==> src/hdl/txser_consts.svh <==
// constants for the transmit word serializer
//------------------------------------------------------------------
// Functional notes
//------------------------------------------------------------------
// Functional notes
// - partner presents 16-bit word; captured on word clock rising edge
// - captured words leave as one serial stream, changing on bit clock rise
// - bit order select 0 sends bit 0 first, then ascending to 15
// - bit order select 1 sends bit 15 first, then descending to 0
// - squelch low forces every serial output bit to zero
// - squelch high sends serialized data unaltered
// - lock-lost output low while multiplier unlocked, high once locked
// - word clock output is the serial bit clock divided by 16
// - clock disable high turns serial clock output off; low keeps it
`ifndef TXSER_CONSTS_SVH
`define TXSER_CONSTS_SVH

//------------------------------------------------------------------
// register byte addresses
//------------------------------------------------------------------
`define TXSER_ADDR_CTRL    12'h000
`define TXSER_ADDR_STATUS  12'h004
`define TXSER_ADDR_MASK    12'h008
`define TXSER_ADDR_STATE   12'h00C

//------------------------------------------------------------------
// field positions
//------------------------------------------------------------------
`define TXSER_CTRL_ORDER    0
`define TXSER_CTRL_SQLCH_N  1
`define TXSER_CTRL_CLK_DIS  2
`define TXSER_EV_LOCK_LOST  0
`define TXSER_EV_OVERRUN    1
`define TXSER_EV_LOCKED     2

//------------------------------------------------------------------
// reset values and counts
//------------------------------------------------------------------
`define TXSER_CTRL_RESET   3'h2
`define TXSER_EV_RESET     3'h0
`define TXSER_WORD_BITS    16
`define TXSER_HALF_WORD    8
`define TXSER_SYNC_STAGES  2

`endif

==> src/hdl/txser_pkg.sv <==
// types shared by the transmit word serializer
package txser_pkg;

   // software control bits
   typedef struct packed {
      logic clk_disable;
      logic squelch_n;
      logic bit_order;
   } txser_ctrl_type;

   // apb request bundle
   typedef struct packed {
      logic        psel;
      logic        penable;
      logic        pwrite;
      logic [11:0] paddr;
      logic [31:0] pwdata;
   } txser_apb_req_type;

   // apb answer bundle
   typedef struct packed {
      logic        pready;
      logic        pslverr;
      logic [31:0] prdata;
   } txser_apb_rsp_type;

   // serializer state, one-hot
   typedef enum logic [1:0] {
      TXSER_WAIT = 2'b01,
      TXSER_RUN  = 2'b10
   } txser_state_type;

endpackage

==> src/hdl/txser_sync.sv <==
// two-stage synchroniser for pin inputs
`timescale 1ns/1ps
module txser_sync #(
   parameter int WIDTH = 1
) (
   input  wire logic             i_mclk,
   input  wire logic             i_rst,
   input  wire logic [WIDTH-1:0] i_async,
   output logic      [WIDTH-1:0] o_sync
);
   logic [WIDTH-1:0] meta;

   // first stage feeds only the second stage
   always_ff @(posedge i_mclk) begin
      if (i_rst) begin
         meta   <= '0;
         o_sync <= '0;
      end else begin
         meta   <= i_async;
         o_sync <= meta;
      end
   end
endmodule

==> src/hdl/txser_top.sv <==
// transmit 16:1 word serializer with apb control and interrupt
//
// The register addresses and the APB register port were decided locally.
`timescale 1ns/1ps
`include "txser_consts.svh"
module txser_top #(
   parameter int WORD_W = `TXSER_WORD_BITS
) (
   input  wire logic                       i_mclk,
   input  wire logic                       i_rst,
   input  wire txser_pkg::txser_apb_req_type i_apb,
   output txser_pkg::txser_apb_rsp_type    o_apb,
   input  wire logic [WORD_W-1:0]          i_parallel_tx_word,
   input  wire logic                       i_word_clock_in,
   input  wire logic                       i_clock_multiplier_locked,
   output logic                            o_serial_tx_out,
   output logic                            o_serial_bit_clock,
   output logic                            o_word_clock_out,
   output logic                            o_tx_lock_lost_n,
   output logic                            o_irq
);
   import txser_pkg::*;

   localparam int CW = $clog2(WORD_W);
   // counter value of the last bit of a slot, where the next word loads
   localparam logic [CW-1:0] LAST_BIT = CW'(WORD_W - 1);

   //---------------------------------------------------------------
   // declarations
   //---------------------------------------------------------------
   txser_ctrl_type    ctrl;
   txser_state_type   state;
   logic [2:0]        status;
   logic [2:0]        mask;
   logic [2:0]        ev_set;
   logic [WORD_W-1:0] word_sync;
   logic              wclk_sync;
   logic              lock_sync;
   logic              wclk_prev;
   logic              lock_prev;
   logic [WORD_W-1:0] hold_word;
   logic              hold_full;
   logic [WORD_W-1:0] shreg;
   logic [CW-1:0]     bit_cnt;
   logic              bclk;
   logic              bit_edge;
   logic              word_edge;
   logic              load_now;
   logic              acc_wr;
   logic              setup;
   logic              running;
   logic [WORD_W-1:0] next_shreg;

   //---------------------------------------------------------------
   // pin synchronisers
   //---------------------------------------------------------------
   // data passes the same two stages as its clock so they stay aligned
   txser_sync #(.WIDTH(WORD_W + 2)) u_sync (
      .i_mclk  (i_mclk),
      .i_rst   (i_rst),
      .i_async ({i_parallel_tx_word, i_word_clock_in,
                 i_clock_multiplier_locked}),
      .o_sync  ({word_sync, wclk_sync, lock_sync})
   );

   // edge history on the synchronised outputs only
   always_ff @(posedge i_mclk) begin
      if (i_rst) begin
         wclk_prev <= 1'b0;
         lock_prev <= 1'b0;
      end else begin
         wclk_prev <= wclk_sync;
         lock_prev <= lock_sync;
      end
   end

   // partner word clock rise, seen two stages late
   assign word_edge = wclk_sync & ~wclk_prev;

   //---------------------------------------------------------------
   // word capture
   //---------------------------------------------------------------
   // holding stage decouples the partner clock from the shift stage
   always_ff @(posedge i_mclk) begin
      if (i_rst) begin
         hold_word <= '0;
      end else if (word_edge) begin
         hold_word <= word_sync;
      end
   end

   // full flag: a fresh capture wins over the load that empties it
   // a capture while the stage is still full and not loading is lost data and raises the overrun event
   always_ff @(posedge i_mclk) begin
      if (i_rst) begin
         hold_full <= 1'b0;
      end else if (word_edge) begin
         hold_full <= 1'b1;
      end else if (load_now) begin
         hold_full <= 1'b0;
      end
   end

   //---------------------------------------------------------------
   // bit clock and word counter
   //---------------------------------------------------------------
   // one bit lasts two master cycles so the bit clock is a real flop
   always_ff @(posedge i_mclk) begin
      if (i_rst) begin
         bclk <= 1'b0;
      end else begin
         bclk <= ~bclk;
      end
   end

   assign bit_edge = ~bclk;                       // bit clock about to rise
   assign load_now = bit_edge && (bit_cnt == LAST_BIT);

   // counting starts at the last bit so the first slot after reset is whole
   always_ff @(posedge i_mclk) begin
      if (i_rst) begin
         bit_cnt <= LAST_BIT;
      end else if (bit_edge) begin
         bit_cnt <= bit_cnt + 1'b1;
      end
   end

   // gated bit clock driver
   always_ff @(posedge i_mclk) begin
      if (i_rst) begin
         o_serial_bit_clock <= 1'b0;
      end else begin
         o_serial_bit_clock <= ~bclk & ~ctrl.clk_disable;
      end
   end

   // divide by 16: high for the first half of each word slot
   always_ff @(posedge i_mclk) begin
      if (i_rst) begin
         o_word_clock_out <= 1'b0;
      end else if (bit_edge) begin
         o_word_clock_out <= (bit_cnt == CW'(WORD_W - 1)) ||
                             (bit_cnt < CW'(`TXSER_HALF_WORD - 1));
      end
   end

   //---------------------------------------------------------------
   // serializer state
   //---------------------------------------------------------------
   // wait until a first word loads; the state only drives the running readback
   always_ff @(posedge i_mclk) begin
      if (i_rst) begin
         state <= TXSER_WAIT;
      end else begin
         case (state)
            TXSER_WAIT: begin
               if (load_now && hold_full) begin
                  state <= TXSER_RUN;
               end
            end
            TXSER_RUN: begin
               state <= TXSER_RUN;
            end
            default: begin
               state <= TXSER_WAIT;
            end
         endcase
      end
   end

   //---------------------------------------------------------------
   // shift stage
   //---------------------------------------------------------------
   // order 0 shifts right from bit 0, order 1 shifts left from bit 15
   always_comb begin
      if (ctrl.bit_order) begin
         next_shreg = {shreg[WORD_W-2:0], 1'b0};
      end else begin
         next_shreg = {1'b0, shreg[WORD_W-1:1]};
      end
   end

   // an empty holding stage repeats nothing: the slot sends zeros
   // the load already sent the first bit, so every later edge shifts
   always_ff @(posedge i_mclk) begin
      if (i_rst) begin
         shreg <= '0;
      end else if (load_now) begin
         shreg <= hold_full ? hold_word : '0;
      end else if (bit_edge) begin
         shreg <= next_shreg;
      end
   end

   // output moves only when the bit clock rises
   always_ff @(posedge i_mclk) begin
      if (i_rst) begin
         o_serial_tx_out <= 1'b0;
      end else if (bit_edge) begin
         if (!ctrl.squelch_n) begin
            o_serial_tx_out <= 1'b0;
         end else if (bit_cnt == CW'(WORD_W - 1)) begin
            o_serial_tx_out <= ctrl.bit_order ? hold_word[WORD_W-1] & hold_full
                                              : hold_word[0] & hold_full;
         end else begin
            o_serial_tx_out <= ctrl.bit_order ? next_shreg[WORD_W-1]
                                              : next_shreg[0];
         end
      end
   end

   // lock indicator follows the synchronised multiplier lock
   // reset shows unlocked until the synchronised lock level arrives
   always_ff @(posedge i_mclk) begin
      if (i_rst) begin
         o_tx_lock_lost_n <= 1'b0;
      end else begin
         o_tx_lock_lost_n <= lock_sync;
      end
   end

   //---------------------------------------------------------------
   // apb slave, one wait-free access phase
   //---------------------------------------------------------------
   // exact word match: unaligned and unmapped offsets never hit
   function automatic logic reg_hit(input logic [11:0] addr,
                                    input logic [11:0] offset);
      return addr == offset;
   endfunction

   // running flag for the state readback
   assign running = (state == TXSER_RUN);

   // setup forms the answer; access with pready commits a write
   assign setup  = i_apb.psel & ~i_apb.penable;
   assign acc_wr = i_apb.psel & i_apb.penable & i_apb.pwrite & o_apb.pready;

   // answer is registered in setup, presented in the first access cycle
   // reads have no side effects, so the answer can be formed early
   always_ff @(posedge i_mclk) begin
      if (i_rst) begin
         o_apb <= '0;
      end else begin
         o_apb.pready  <= setup;
         o_apb.pslverr <= 1'b0;
         o_apb.prdata  <= '0;
         if (setup) begin
            case (i_apb.paddr)
               `TXSER_ADDR_CTRL:   o_apb.prdata <= {29'h0, ctrl};
               `TXSER_ADDR_STATUS: o_apb.prdata <= {29'h0, status};
               `TXSER_ADDR_MASK:   o_apb.prdata <= {29'h0, mask};
               `TXSER_ADDR_STATE:  o_apb.prdata <= {24'h0, 3'h0, bit_cnt,
                                                     running};
               default:            o_apb.pslverr <= 1'b1;
            endcase
         end
      end
   end

   // control and mask writes
   always_ff @(posedge i_mclk) begin
      if (i_rst) begin
         ctrl <= `TXSER_CTRL_RESET;
         mask <= `TXSER_EV_RESET;
      end else if (acc_wr) begin
         if (reg_hit(i_apb.paddr, `TXSER_ADDR_CTRL)) begin
            ctrl <= i_apb.pwdata[2:0];
         end
         if (reg_hit(i_apb.paddr, `TXSER_ADDR_MASK)) begin
            mask <= i_apb.pwdata[2:0];
         end
      end
   end

   //---------------------------------------------------------------
   // interrupt status
   //---------------------------------------------------------------
   // one-cycle event pulses, one per status bit
   always_comb begin
      ev_set = '0;
      ev_set[`TXSER_EV_LOCK_LOST] = lock_prev & ~lock_sync;
      ev_set[`TXSER_EV_OVERRUN]   = word_edge & hold_full & ~load_now;
      ev_set[`TXSER_EV_LOCKED]    = ~lock_prev & lock_sync;
   end

   // write one to clear; an event in the clearing cycle still sets
   always_ff @(posedge i_mclk) begin
      if (i_rst) begin
         status <= `TXSER_EV_RESET;
      end else if (acc_wr && reg_hit(i_apb.paddr, `TXSER_ADDR_STATUS)) begin
         status <= (status & ~i_apb.pwdata[2:0]) | ev_set;
      end else begin
         status <= status | ev_set;
      end
   end

   // level interrupt while any unmasked status bit stands
   always_ff @(posedge i_mclk) begin
      if (i_rst) begin
         o_irq <= 1'b0;
      end else begin
         o_irq <= |(status & mask);
      end
   end
endmodule
==> config.mk <==
export PLATFORM = sky130hd
export DESIGN_NAME = txser_top
export DESIGN_NICKNAME = d
export VERILOG_FILES = /design/src/hdl/txser_pkg.sv /design/src/hdl/txser_sync.sv /design/src/hdl/txser_top.sv
export VERILOG_INCLUDE_DIRS = /design/src /design/src/hdl
export SDC_FILE = /design/constraint.sdc
export NUM_CORES = 1
export LEC_CHECK = 0
export BUFFER_PORTS_ARGS = -buffer_cell sky130_fd_sc_hd__clkbuf_2
export CORE_MARGIN = 1.5
export CORE_UTILIZATION = 47
export DETAILED_ROUTE_END_ITERATION = 8
export GPL_TIMING_DRIVEN = 0
export PLACE_DENSITY = 0.77
export SLEW_MARGIN = 20
export SYNTH_ARGS = -nofsm -noshare
export SYNTH_HDL_FRONTEND = slang
export SYNTH_SLANG_ARGS = --single-unit
==> constraint.sdc <==
create_clock -name i_mclk -period 1.85 [get_ports i_mclk]
set_input_delay 0.37 -clock i_mclk [delete_from_list [all_inputs] [get_ports i_mclk]]
set_output_delay 0.37 -clock i_mclk [all_outputs]
set_load 0.005 [all_outputs]
### Word-level counts from Yosys, hierarchy flattened

Cells that the tools add are included.

| word-level totals | value |
|---|---|
| flip-flop bits (word level) | 125 |
| latch bits | 0 |
| bits in read-only memories | 0 |
| memories kept | 0 |
| output and inout bits | 39 |
| word-level logic and storage cells | 83 |
| bits in writable memories | 0 |
| input port bits | 67 |

| cells by class | value |
|---|---|
| muxes and demuxes | 15 |
| div/mod/pow operators | 0 |
| bitwise operators | 25 |
| shifts and indexed selects | 0 |
| equality and inequality tests | 8 |
| order comparisons | 1 |
| add/subtract/negate cells | 1 |
| multiply operators | 0 |
| reductions and logical operators | 11 |

Operators with widths:

| operator | number |
|---|---|
| $mux W16 | 4 |
| $eq A12 B4 Y1 const B | 2 |
| $pmux W5 S4 | 1 |
| $and A1 B1 Y1 | 12 |
| $eq A12 B3 Y1 const B | 1 |
| $logic_not A12 Y1 | 1 |
| $not A1 Y1 | 8 |
| $mux W1 | 7 |
| $and A3 B3 Y3 | 2 |
| $or A3 B3 Y3 | 2 |
| $add A4 B1 Y4 const B | 1 |
| $eq A4 B4 Y1 const B | 1 |
| $lt A4 B3 Y1 const B | 1 |
| $pmux W2 S2 | 1 |
| $reduce_and A2 Y1 | 2 |
| $reduce_or A4 Y1 | 1 |
| $logic_and A1 B1 Y1 | 3 |
| $mux W3 | 1 |
| $not A3 Y3 | 1 |
| $reduce_or A3 Y1 | 1 |
| $eq A2 B1 Y1 const B | 1 |
| $eq A2 B2 Y1 const B | 1 |
| $mux W2 | 1 |
| $ne A2 B1 Y1 const B | 1 |
| 4 further kinds | 4 |

### Longest topological paths before layout

Gate-level depths: netlist of the first run.

| depth | value |
|---|---|
| depth after elaboration | 6 |
| gate-level depth with buffers | 6 |
| depth with buffers taken out | 5 |

### Modules after synthesis

Synthesis of the first run repeated with hierarchy kept, for this count alone.

| unflattened totals | value |
|---|---|
| cells, all modules | 411 |
| area total of the unflattened synthesis | 4030.1 µm² |

Modules (own cells, without submodules):

| module | area each (µm²) | cells an instance | sequential area each (µm²) | instances |
|---|---|---|---|---|
| txser_top | 3035.4 | 336 | 1241.2 | 1 |
| txser_sync | 994.7 | 75 | 720.7 | 1 |

### Worst setup path before layout of the first run

OpenSTA, ideal clock, no wires.

| path | value |
|---|---|
| path type | input-to-reg |
| start point | input i_apb[33] in the netlist's numbering |
| end point | register mask[0] |
| buffers on the path | 1 |
| library setup time | 119 ps |
| setup slack | 58 ps |
| required time | 1731 ps |
| arrival time | 1673 ps |
| stages | 4 |
| cells stage by stage | or4_4 or4_1 buf_2 mux2i_1 |

| on the way | value |
|---|---|
| cells in the longest elaborated chain, start to end | 2 |

RTL lines:

| element | line | text |
|---|---|---|
| start, declared | txser_top.sv:11 | `input wire txser_pkg::txser_apb_req_type i_apb,` |
| $eq A12 B4 Y1 | txser_top.sv:228 | `return addr == offset;` |
| $reduce_and A2 Y1 (no line) | -- |  |
| end signal, assigned | txser_top.sv:264 | `` mask <= `TXSER_EV_RESET; `` |
| end signal, assigned | txser_top.sv:270 | `mask <= i_apb.pwdata[2:0];` |
| end, declared | txser_top.sv:34 | `logic [2:0] mask;` |

Every way passes these cells.
A chain may end at the register's enable or synchronous reset.

### Worst setup path after layout of the first run

| path | value |
|---|---|
| start point | register bit_cnt[0] |
| end point | register shreg[0] |

| on the way | value |
|---|---|
| cells in the longest elaborated chain, start to end | 3 |
| elaborated cells between the ends (all ways) | 4 |
| classes of those cells | 2 x eq/ne; 1 x mux; 1 x reduce/logical |

RTL lines:

| element | line | text |
|---|---|---|
| start, declared | txser_top.sv:44 | `logic [CW-1:0] bit_cnt;` |
| start signal, assigned | txser_top.sv:124 | `bit_cnt <= bit_cnt + 1'b1;` |
| $eq A4 B4 Y1 (*) | txser_top.sv:117 | `assign load_now = bit_edge && (bit_cnt == LAST_BIT);` |
| $logic_and A1 B1 Y1 (*) | txser_top.sv:117 |  |
| $ne A2 B1 Y1 (no line) or $mux W16 (tied branches) | -- |  |
| end signal, assigned | txser_top.sv:189 | `shreg <= hold_full ? hold_word : '0;` |
| end signal, assigned | txser_top.sv:191 | `shreg <= next_shreg;` |
| end, declared | txser_top.sv:43 | `logic [WORD_W-1:0] shreg;` |

Every way passes the cells marked *; elsewhere a longest branch is shown, timed or not.

==> results of run 1 <==
==> final cells by class <==
class | instances | area [um^2] | share of cell area
Timing Repair Buffer | 48 | 240 | 0.0521
Inverter | 7 | 26.3 | 0.00570
Clock buffer | 10 | 138 | 0.0299
Clock inverter | 6 | 70.1 | 0.0152
Tap cell | 105 | 131 | 0.0285
Buffer | 55 | 317 | 0.0687
Multi-Input combinational cell | 281 | 1720 | 0.374
Sequential cell | 98 | 1960 | 0.426
==> what timing repair did <==
| item | 4_1_cts | 5_1_grt |
|---|---|---|
| buffers inserted | 0 | 0 |
| setup endpoints to repair | 10 | 11 |
| gates resized for setup | 1 | 8 |
| endpoints found under the hold margin | 0 | 0 |
==> state kept, by name, summed over array words and instances (netlist names), 3 cells and up <==
name	flops
u_sync.meta	18
mask	3
o_apb	7
shreg	16
ctrl	3
status	3
hold_word	16
bit_cnt	4
u_sync.o_sync	18
==> per-layer routing <==
metal	track usage	part of all wire	vias up
met1	0.221	0.44	1370
met2	0.321	0.49	93
met5	0	0	-
met3	0.0429	0.056	11
met4	0.0672	0.014	0
li1	-	-	1541
==> report_power, final <==
group | total, uW | internal [uW] | switching [uW]
Clock | 1440 | 679 | 758
Combinational | 744 | 344 | 400
Sequential | 2340 | 2250 | 89.7
==> placed cells by master (no fill, tap or decap), types with 7 or more instances in the layout <==
cell type,count
dfxtp_1,98
nor2b_1,59
clkbuf_2,50
nand2_1,49
a21oi_1,35
buf_4,27
conb_1,27
clkbuf_1,21
a211oi_1,14
o32ai_1,14
nand2b_1,13
nor2_1,11
clkbuf_8,10
inv_1,7
mux2i_1,7
==> cells by family after synthesis <==
| kind of cell | after synthesis |
|---|---|
| AOI/OAI and AO/OA | 77 |
| xor gates and xnor gates | 2 |
| adders and majority gates | 3 |
| buffers and inverters | 63 |
| DFF | 98 |
| muxes | 13 |
| other | 1 |
| and+or+nand+nor | 159 |
==> worst paths after layout <==
path	start	end	slack, ns	cells after the start
worst min-delay path	i_apb[45]	o_apb[33]$_SDFF_PP0_	0.20	2
worst max register to register	bit_cnt[0]$_SDFFE_PP1N_	shreg[0]$_SDFFE_PP0P_	0.14	5
worst max-delay path	bit_cnt[0]$_SDFFE_PP1N_	shreg[0]$_SDFFE_PP0P_	0.14	5
worst min register to register	u_sync.meta[9]$_SDFF_PP0_	u_sync.o_sync[9]$_SDFF_PP0_	0.43	1
==> metrics by stage <==
step                      cells  utilization  power, uW
after floorplan             442            -       2900
after detailed placement    595        0.539       3110
after global routing        610        0.567       4750
after global placement      595        0.539       3070
after CTS                   610        0.565       4520
final                       610        0.567       4530
==> critical path, stage by stage (launching register included) <==
cell and delay (ns):
dfxtp_1 0.44, ha_2 0.27, and3_4 0.28, clkbuf_4 0.23, nand3_1 0.09, a311oi_1 0.31
==> out/qor.txt, run 1 <==
status - finished clean
RSZ-0062 raised after global routing - false
Ant. Diodes - 0
syn avg cell area - 9.42 um^2
GP Congestion - 0.874
Routed WL - 7740 um
global-route wire length before repair - 12,800 um
Core Box Area - 8130 um^2
Port Buffers - 48
Top FF cell, synth - dfxtp_1
vias per cell - 4.94
Synth area leaders - dfxtp_1, nor2b_1, buf_4
Yosys top cell area share - 0.501
WHS - 0.198 ns
die area - 8890 um^2
LEAKAGE - 0.00190 uW
Post-Synth Adder-Cell Area - 0.00958
global route total overflow - 0
Die Width - 94.3 um
number of global-route vias before repair - 2,806
compound-gate portion of the synthesized area - 0.131
post-synthesis sequential area ratio - 0.501
Worst Tran Pin Value - 0.692 ns
Async SR Flop Fraction - 0
critical path arrival - 1.98 ns
root buf cell - clkbuf_8
Die Y - 94.3 um
number of flops mapped to enable cells by yosys - 0
Setup CP Type - register to register
Yosys top cell by area - dfxtp_1
Yosys Warn Count - 0
most numerous cell in the Yosys netlist - dfxtp_1
placed cell area - 4390 um^2
Core Rows - 33
wire length per cell - 12.7 um
I/O pins - 106
clock-pin slew of the registers on the worst-case setup and hold paths - 0.10 ns
pins over their slew limit - 0
synthesized-area fraction occupied by and/or/nand/nor cells - 0.222
crit start category - register
largest net degree at the start of global routing - 18
Max Cap Viol - 0
DRT antenna net count - 0
setup ws final - 0.138 ns
All-Layer GR Usage - 0.185
minimum clock period - 1.71 ns
pwr dens - 982 nW/um^2
initial antenna violation count - 0
vias after detailed routing - 3,015
final setup fails - 0
CTS Buf Count - 9
Crit Path Max Fanout - 10
hold crit path type - primary input to register
post-synth design cell area - 3920 um^2
Layout Skew - 0.00998 ns
Design Area, Final - 4610 um^2
cell count after synthesis - 416
Fin. Hold Viols - 0
worst slack at placement - -0.242 ns
Max VDD drop - 0.636 mV
CTS H-tree depth - 3
NumNets Final - 570
Synth top cells by count - dfxtp_1, nor2b_1, nand2_1
hpwl dp - 5590 um
Worst slew margin - 0.534
Worst setup EP type - register
Starting Density - 0.482
xor and xnor area share after synthesis - 0.00447
CTS tree - built
setup TNS - 0 ns
Worst EP required - 2.12 ns
1st-pass router iterations - 4
starting DRC count in detailed routing - 305
portion of netlist area occupied by mux cells - 0.0438
FMAX - 584 MHz
share of cells above drive strength 1 - 0.218
Yosys cell types - 42
largest family of logic cells by synthesized area - simple AND/OR/NAND/NOR gates
clk_lat worst skew - 0.37 ns
number of remaining DRC errors - 0
# hold bufs at CTS - 0
Final period util - 0.925
CTS sink cnt - 98
FILL cells - 706
#FFs+latches synth - 98
CTS Buffer Depth - 2
P&R area growth vs syn - 17.6%
No activity file was read; power rests on OpenSTA's default activity.
==> run 2, diff against run 1 <==
--- a/config.mk
+++ b/config.mk
@@ -11,8 +11,9 @@
 export CORE_UTILIZATION = 47
 export DETAILED_ROUTE_END_ITERATION = 8
 export GPL_TIMING_DRIVEN = 0
-export PLACE_DENSITY = 0.77
+export PLACE_DENSITY = 0.76
 export SLEW_MARGIN = 20
 export SYNTH_ARGS = -nofsm -noshare
 export SYNTH_HDL_FRONTEND = slang
+export SYNTH_HIERARCHICAL = 1
 export SYNTH_SLANG_ARGS = --single-unit
==> out/qor.txt, run 2 <==
Critical R2R Launch - bit_cnt[0]$_SDFFE_PP1N_
setup TNS - 0 ns
post-synth design cell area - 4030 um^2
Worst setup EP type - register
Synth top cells by count - dfxtp_1, nor2b_1, a21oi_1, nand2_1, buf_4
critical path's slowest cell - dfxtp_1
Fin. Hold Viols - 0
crit start category - register
All-Layer GR Usage - 0.182
status - finished clean
setup ws final - 0.151 ns
final setup fails - 0
1st-pass router iterations - 6
initial antenna violation count - 0
NumNets Final - 566
Port Buffers - 49
Die Width - 95.6 um
post-synthesis sequential area ratio - 0.487
Core Box Area - 8260 um^2
pwr dens - 903 nW/um^2
clock-pin slew of the registers on the worst-case setup and hold paths - 0.11 ns
CTS Buf Count - 9
global route total overflow - 0
origin of the worst setup path - bit_cnt[0]$_SDFFE_PP1N_
number of remaining DRC errors - 0
number of global-route vias before repair - 2,755
CTS Buffer Depth - 2
RSZ-0062 raised after global routing - false
share of cells above drive strength 1 - 0.265
leading cell type in the layout, fill and taps excluded - dfxtp_1
Max VDD drop - 0.454 mV
Synth area leaders - dfxtp_1, nor2b_1, buf_4
Yosys cell types - 45
most frequent cells in the layout - dfxtp_1, clkbuf_2, nor2b_1
Layout Skew - 0.00957 ns
Ant. Diodes - 0
minimum clock period - 1.70 ns
Die Y - 95.6 um
critical path arrival - 1.98 ns
wire length per cell - 12.2 um
CTS tree - built
grt met3 use - 0.0470
internal reg-to-reg setup slack - 0.15 ns
DRT antenna net count - 0
Final period util - 0.919
Yosys top cell by area - dfxtp_1
placed cell area - 4500 um^2
number of flops mapped to enable cells by yosys - 0
most numerous cell in the Yosys netlist - dfxtp_1
pins over their slew limit - 0
P&R area growth vs syn - 16.9%
CTS H-tree depth - 3
Core Rows - 33
setup bufs post-CTS - 0
vias after detailed routing - 2,943
Worst Tran Pin Value - 0.543 ns
Worst slew margin - 0.637
Yosys Warn Count - 6
GRT busiest layer - met2
cell count after synthesis - 411
starting DRC count in detailed routing - 194
FMAX - 588 MHz
met2 GRT Util - 0.303
vias per cell - 4.86
#FFs+latches synth - 98
Async SR Flop Fraction - 0
Routed WL - 7370 um
root buf cell - clkbuf_8
LEAKAGE - 0.00196 uW
Slowest Stage Delay on Critical Path - 0.43 ns
CTS sink cnt - 98
GP Congestion - 0.845
hold crit path type - primary input to register
Max Cap Viol - 0
Hold Path Origin - i_parallel_tx_word[12]
clk_lat worst skew - 0.38 ns
I/O pins - 106
Starting Density - 0.488
worst path cell trace - ha_2, and4b_2, buf_4, nand3_1, a221oi_1
Top FF cell, synth - dfxtp_1
syn avg cell area - 9.81 um^2
Worst EP required - 2.13 ns
Top Registers - u_sync/meta x18, u_sync/o_sync x18
Final Util - 0.570
largest net degree at the start of global routing - 21
global-route wire length before repair - 12,800 um
Yosys top cell area share - 0.487
Crit Path Max Fanout - 10
Setup CP Type - register to register
die area - 9140 um^2
Design Area, Final - 4710 um^2
met1 Resource Use GR - 0.222
WHS - 0.186 ns
worst slack at placement - -0.261 ns
hpwl dp - 5530 um
-- run 2: timing repair --
item | in CTS | in global routing
setup endpoints to repair | 10 | 10
hold buffers | 0 | 0
resized for setup | 2 | 3
-- run 2: cell type report --
| cell class | instances | area, um^2 |
|---|---|---|
| well taps | 105 | 131 |
| fillers | 757 | 3550 |
| plain buffers | 52 | 327 |
| multi-input cells | 266 | 1770 |
| inverters | 20 | 75.1 |
| repair buffers | 49 | 245 |
| flip-flops and latches | 98 | 1960 |
| clock inverters | 7 | 78.8 |
| clock buffers | 9 | 124 |
-- run 2: worst max-delay path: cells and delay by family (launching register included) --
| kind | cells | cell delay [ns] |
|---|---|---|
| buffers and inverters | 1 | 0.19 |
| and+or+nand+nor | 2 | 0.44 |
| adders and majority gates | 1 | 0.27 |
| AOI/OAI and AO/OA | 1 | 0.28 |
| DFF | 1 | 0.43 |
-- run 2: kinds of logic after synthesis --
group | share of synthesized area
simple gates | 0.215
flops | 0.487
buf+inv | 0.0997
compound gates | 0.103
mux | 0.0817
fa+ha+maj | 0.00931
xor+xnor | 0.00435
other cells | 0.000930
-- run 2: where the power goes --
| group | total [uW] | switching, uW | internal [uW] | leakage, uW |
|---|---|---|---|---|
| registers | 2290 | 67.4 | 2230 | 0.000804 |
| clock network | 1370 | 838 | 537 | 0.000102 |
| logic | 585 | 307 | 279 | 0.00105 |
| total | 4250 | 1210 | 3040 | 0.00196 |
-- run 2: final timing paths --
check	end	depth (start not counted)
setup / recovery	shreg[1]$_SDFFE_PP0P_	5
hold / removal	u_sync/meta[14]$_SDFF_PP0_	2
setup reg to reg	shreg[1]$_SDFFE_PP0P_	5
hold reg to reg	u_sync/o_sync[6]$_SDFF_PP0_	1
-- run 2: metal layers --
| metal | vias to the layer above | part of all wire |
|---|---|---|
| met5 | - | 0 |
| met3 | 9 | 0.050 |
| li1 | 1523 | - |
| met2 | 72 | 0.50 |
| met1 | 1339 | 0.43 |
| met4 | 0 | 0.015 |
-- run 2: metrics by stage --
stage	instances	power (uW)
floorplan	437	2750
global placement	591	2890
detailed placement	591	2920
CTS	607	4270
global route	606	4460
finish	606	4250
==> run 3, diff against run 2 <==
--- a/config.mk
+++ b/config.mk
@@ -8,10 +8,10 @@
 export LEC_CHECK = 0
 export BUFFER_PORTS_ARGS = -buffer_cell sky130_fd_sc_hd__clkbuf_2
 export CORE_MARGIN = 1.5
-export CORE_UTILIZATION = 47
+export CORE_UTILIZATION = 50
 export DETAILED_ROUTE_END_ITERATION = 8
 export GPL_TIMING_DRIVEN = 0
-export PLACE_DENSITY = 0.76
+export PLACE_DENSITY = 0.77
 export SLEW_MARGIN = 20
 export SYNTH_ARGS = -nofsm -noshare
 export SYNTH_HDL_FRONTEND = slang
==> constraint.sdc (replaced) <==
create_clock -name i_mclk -period 2.01 [get_ports i_mclk]
set_input_delay 0.402 -clock i_mclk [delete_from_list [all_inputs] [get_ports i_mclk]]
set_output_delay 0.402 -clock i_mclk [all_outputs]
set_load 0.005 [all_outputs]
==> out/qor.txt, run 3 (synthesis results as in run 2) <==
GP Congestion - 0.857
Worst Tran Pin Value - 0.544 ns
critical path's slowest cell - dfxtp_1
RSZ-0062 raised after global routing - false
CTS Buf Count - 9
Die Width - 92.8 um
Hold Path Origin - i_parallel_tx_word[3]
global route total overflow - 0
CTS tree - built
Placed Cells incl. Taps - 588
status - finished clean
Port Buffers - 49
wire length per cell - 11.8 um
Routed WL - 7140 um
minimum clock period - 1.82 ns
final setup fails - 0
global-route wire length before repair - 12,200 um
Max VDD drop - 0.424 mV
Max Cap Viol - 0
pins over their slew limit - 0
NumNets Final - 566
number of global-route vias before repair - 2,763
clk_lat worst skew - 0.38 ns
Crit Path Max Fanout - 10
hold crit path type - primary input to register
Design Area, Final - 4720 um^2
Setup CP Type - register to register
Layout Skew - 0.0118 ns
CTS sink cnt - 98
LEAKAGE - 0.00197 uW
Fin. Hold Viols - 0
largest net degree at the start of global routing - 19
Core Box Area - 7770 um^2
vias after detailed routing - 2,917
number of remaining DRC errors - 0
FILL cells - 662
Worst setup EP type - register
hpwl dp - 5320 um
crit start category - register
Slowest Stage Delay on Critical Path - 0.41 ns
worst path cell trace - ha_1, and4b_1, buf_2, nand3_1, a221oi_1
critical path arrival - 2.10 ns
initial antenna violation count - 0
DRT antenna net count - 0
most frequent cells in the layout - dfxtp_1, clkbuf_2, nor2b_1
Pwr Total - 3990 uW
root buf cell - clkbuf_8
die area - 8610 um^2
starting DRC count in detailed routing - 179
Final period util - 0.907
internal reg-to-reg setup slack - 0.19 ns
setup TNS - 0 ns
placed cell area - 4500 um^2
vias per cell - 4.84
Top Registers - u_sync/meta x18, u_sync/o_sync x18
Worst slew margin - 0.637
CTS H-tree depth - 3
Worst EP required - 2.29 ns
clock-pin slew of the registers on the worst-case setup and hold paths - 0.10 ns
Hold Crit Endpoint - u_sync/meta[5]$_SDFF_PP0_
1st-pass router iterations - 4
P&R area growth vs syn - 17.0%
pwr dens - 846 nW/um^2
worst r2r path cells - 5
setup bufs post-CTS - 0
Core Rows - 32
Critical R2R Launch - bit_cnt[0]$_SDFFE_PP1N_
I/O pins - 106
FMAX - 548 MHz
hold depth - 2
Die Y - 92.8 um
leading cell type in the layout, fill and taps excluded - dfxtp_1
final cell count without fillers - 603
CTS Buffer Depth - 2
All-Layer GR Usage - 0.181
Ant. Diodes - 0
RR Endpoint - shreg[1]$_SDFFE_PP0P_
Starting Density - 0.519
share of cells above drive strength 1 - 0.259
run 3: report_power, final:
group	total [uW]	switching, uW	leakage [uW]	internal (uW)
Sequential	2110	61.5	0.000804	2050
Combinational	531	282	0.00105	249
Clock	1350	710	0.000112	639
run 3: final cells by class:
cell class | instances | area [um^2] | share of cell area
Clock buffer | 10 | 138 | 0.0292
Timing Repair Buffer | 49 | 245 | 0.0520
Sequential cell | 98 | 1960 | 0.416
Multi-Input combinational cell | 266 | 1760 | 0.374
Clock inverter | 6 | 81.3 | 0.0172
Buffer | 52 | 323 | 0.0685
Tap cell | 102 | 128 | 0.0271
Inverter | 20 | 75.1 | 0.0159
run 3: per-layer routing:
metal / up-vias / global-route usage / wire (um)
met3: 10 / 0.0583 / 402
met4: 0 / 0.0682 / 104
met5: - / 0 / 0
met2: 82 / 0.307 / 3420
li1: 1516 / - / -
met1: 1309 / 0.211 / 3220
run 3: critical path: cells and delay by family (launching register included):
| family | cells | cell delay, ns |
|---|---|---|
| compound gates | 1 | 0.26 |
| simple gates | 2 | 0.51 |
| buf+inv | 1 | 0.26 |
| flops | 1 | 0.41 |
| fa+ha+maj | 1 | 0.29 |
run 3: worst max path at each step:
stage,slack [ns],depth (start not counted),startpoint,to
after detailed placement,-0.09,5,i_rst,o_serial_tx_out$_SDFFE_PP0N_
after CTS,0.08,6,bit_cnt[0]$_SDFFE_PP1N_,shreg[1]$_SDFFE_PP0P_
final,0.19,5,bit_cnt[0]$_SDFFE_PP1N_,shreg[1]$_SDFFE_PP0P_
after global placement,-0.07,5,i_rst,o_serial_tx_out$_SDFFE_PP0N_
after global routing,0.06,5,bit_cnt[0]$_SDFFE_PP1N_,shreg[1]$_SDFFE_PP0P_
after floorplan,0.38,3,i_apb[33],ctrl[0]$_SDFFE_PP0P_
run 3: timing repair:
item                       in CTS  in global routing
gates resized for setup         0                  0
hold buffers                    0                  0
setup endpoints to repair       0                  8
run 3: through the flow:
step                hold slack (ns)  utilization  setup slack, ns
finish                        0.226        0.607            0.186
detailed placement            0.420        0.579          -0.0938
global placement              0.419        0.579          -0.0723
floorplan                     0.414            -            0.380
global route                  0.214        0.607           0.0560
CTS                           0.215        0.608           0.0798
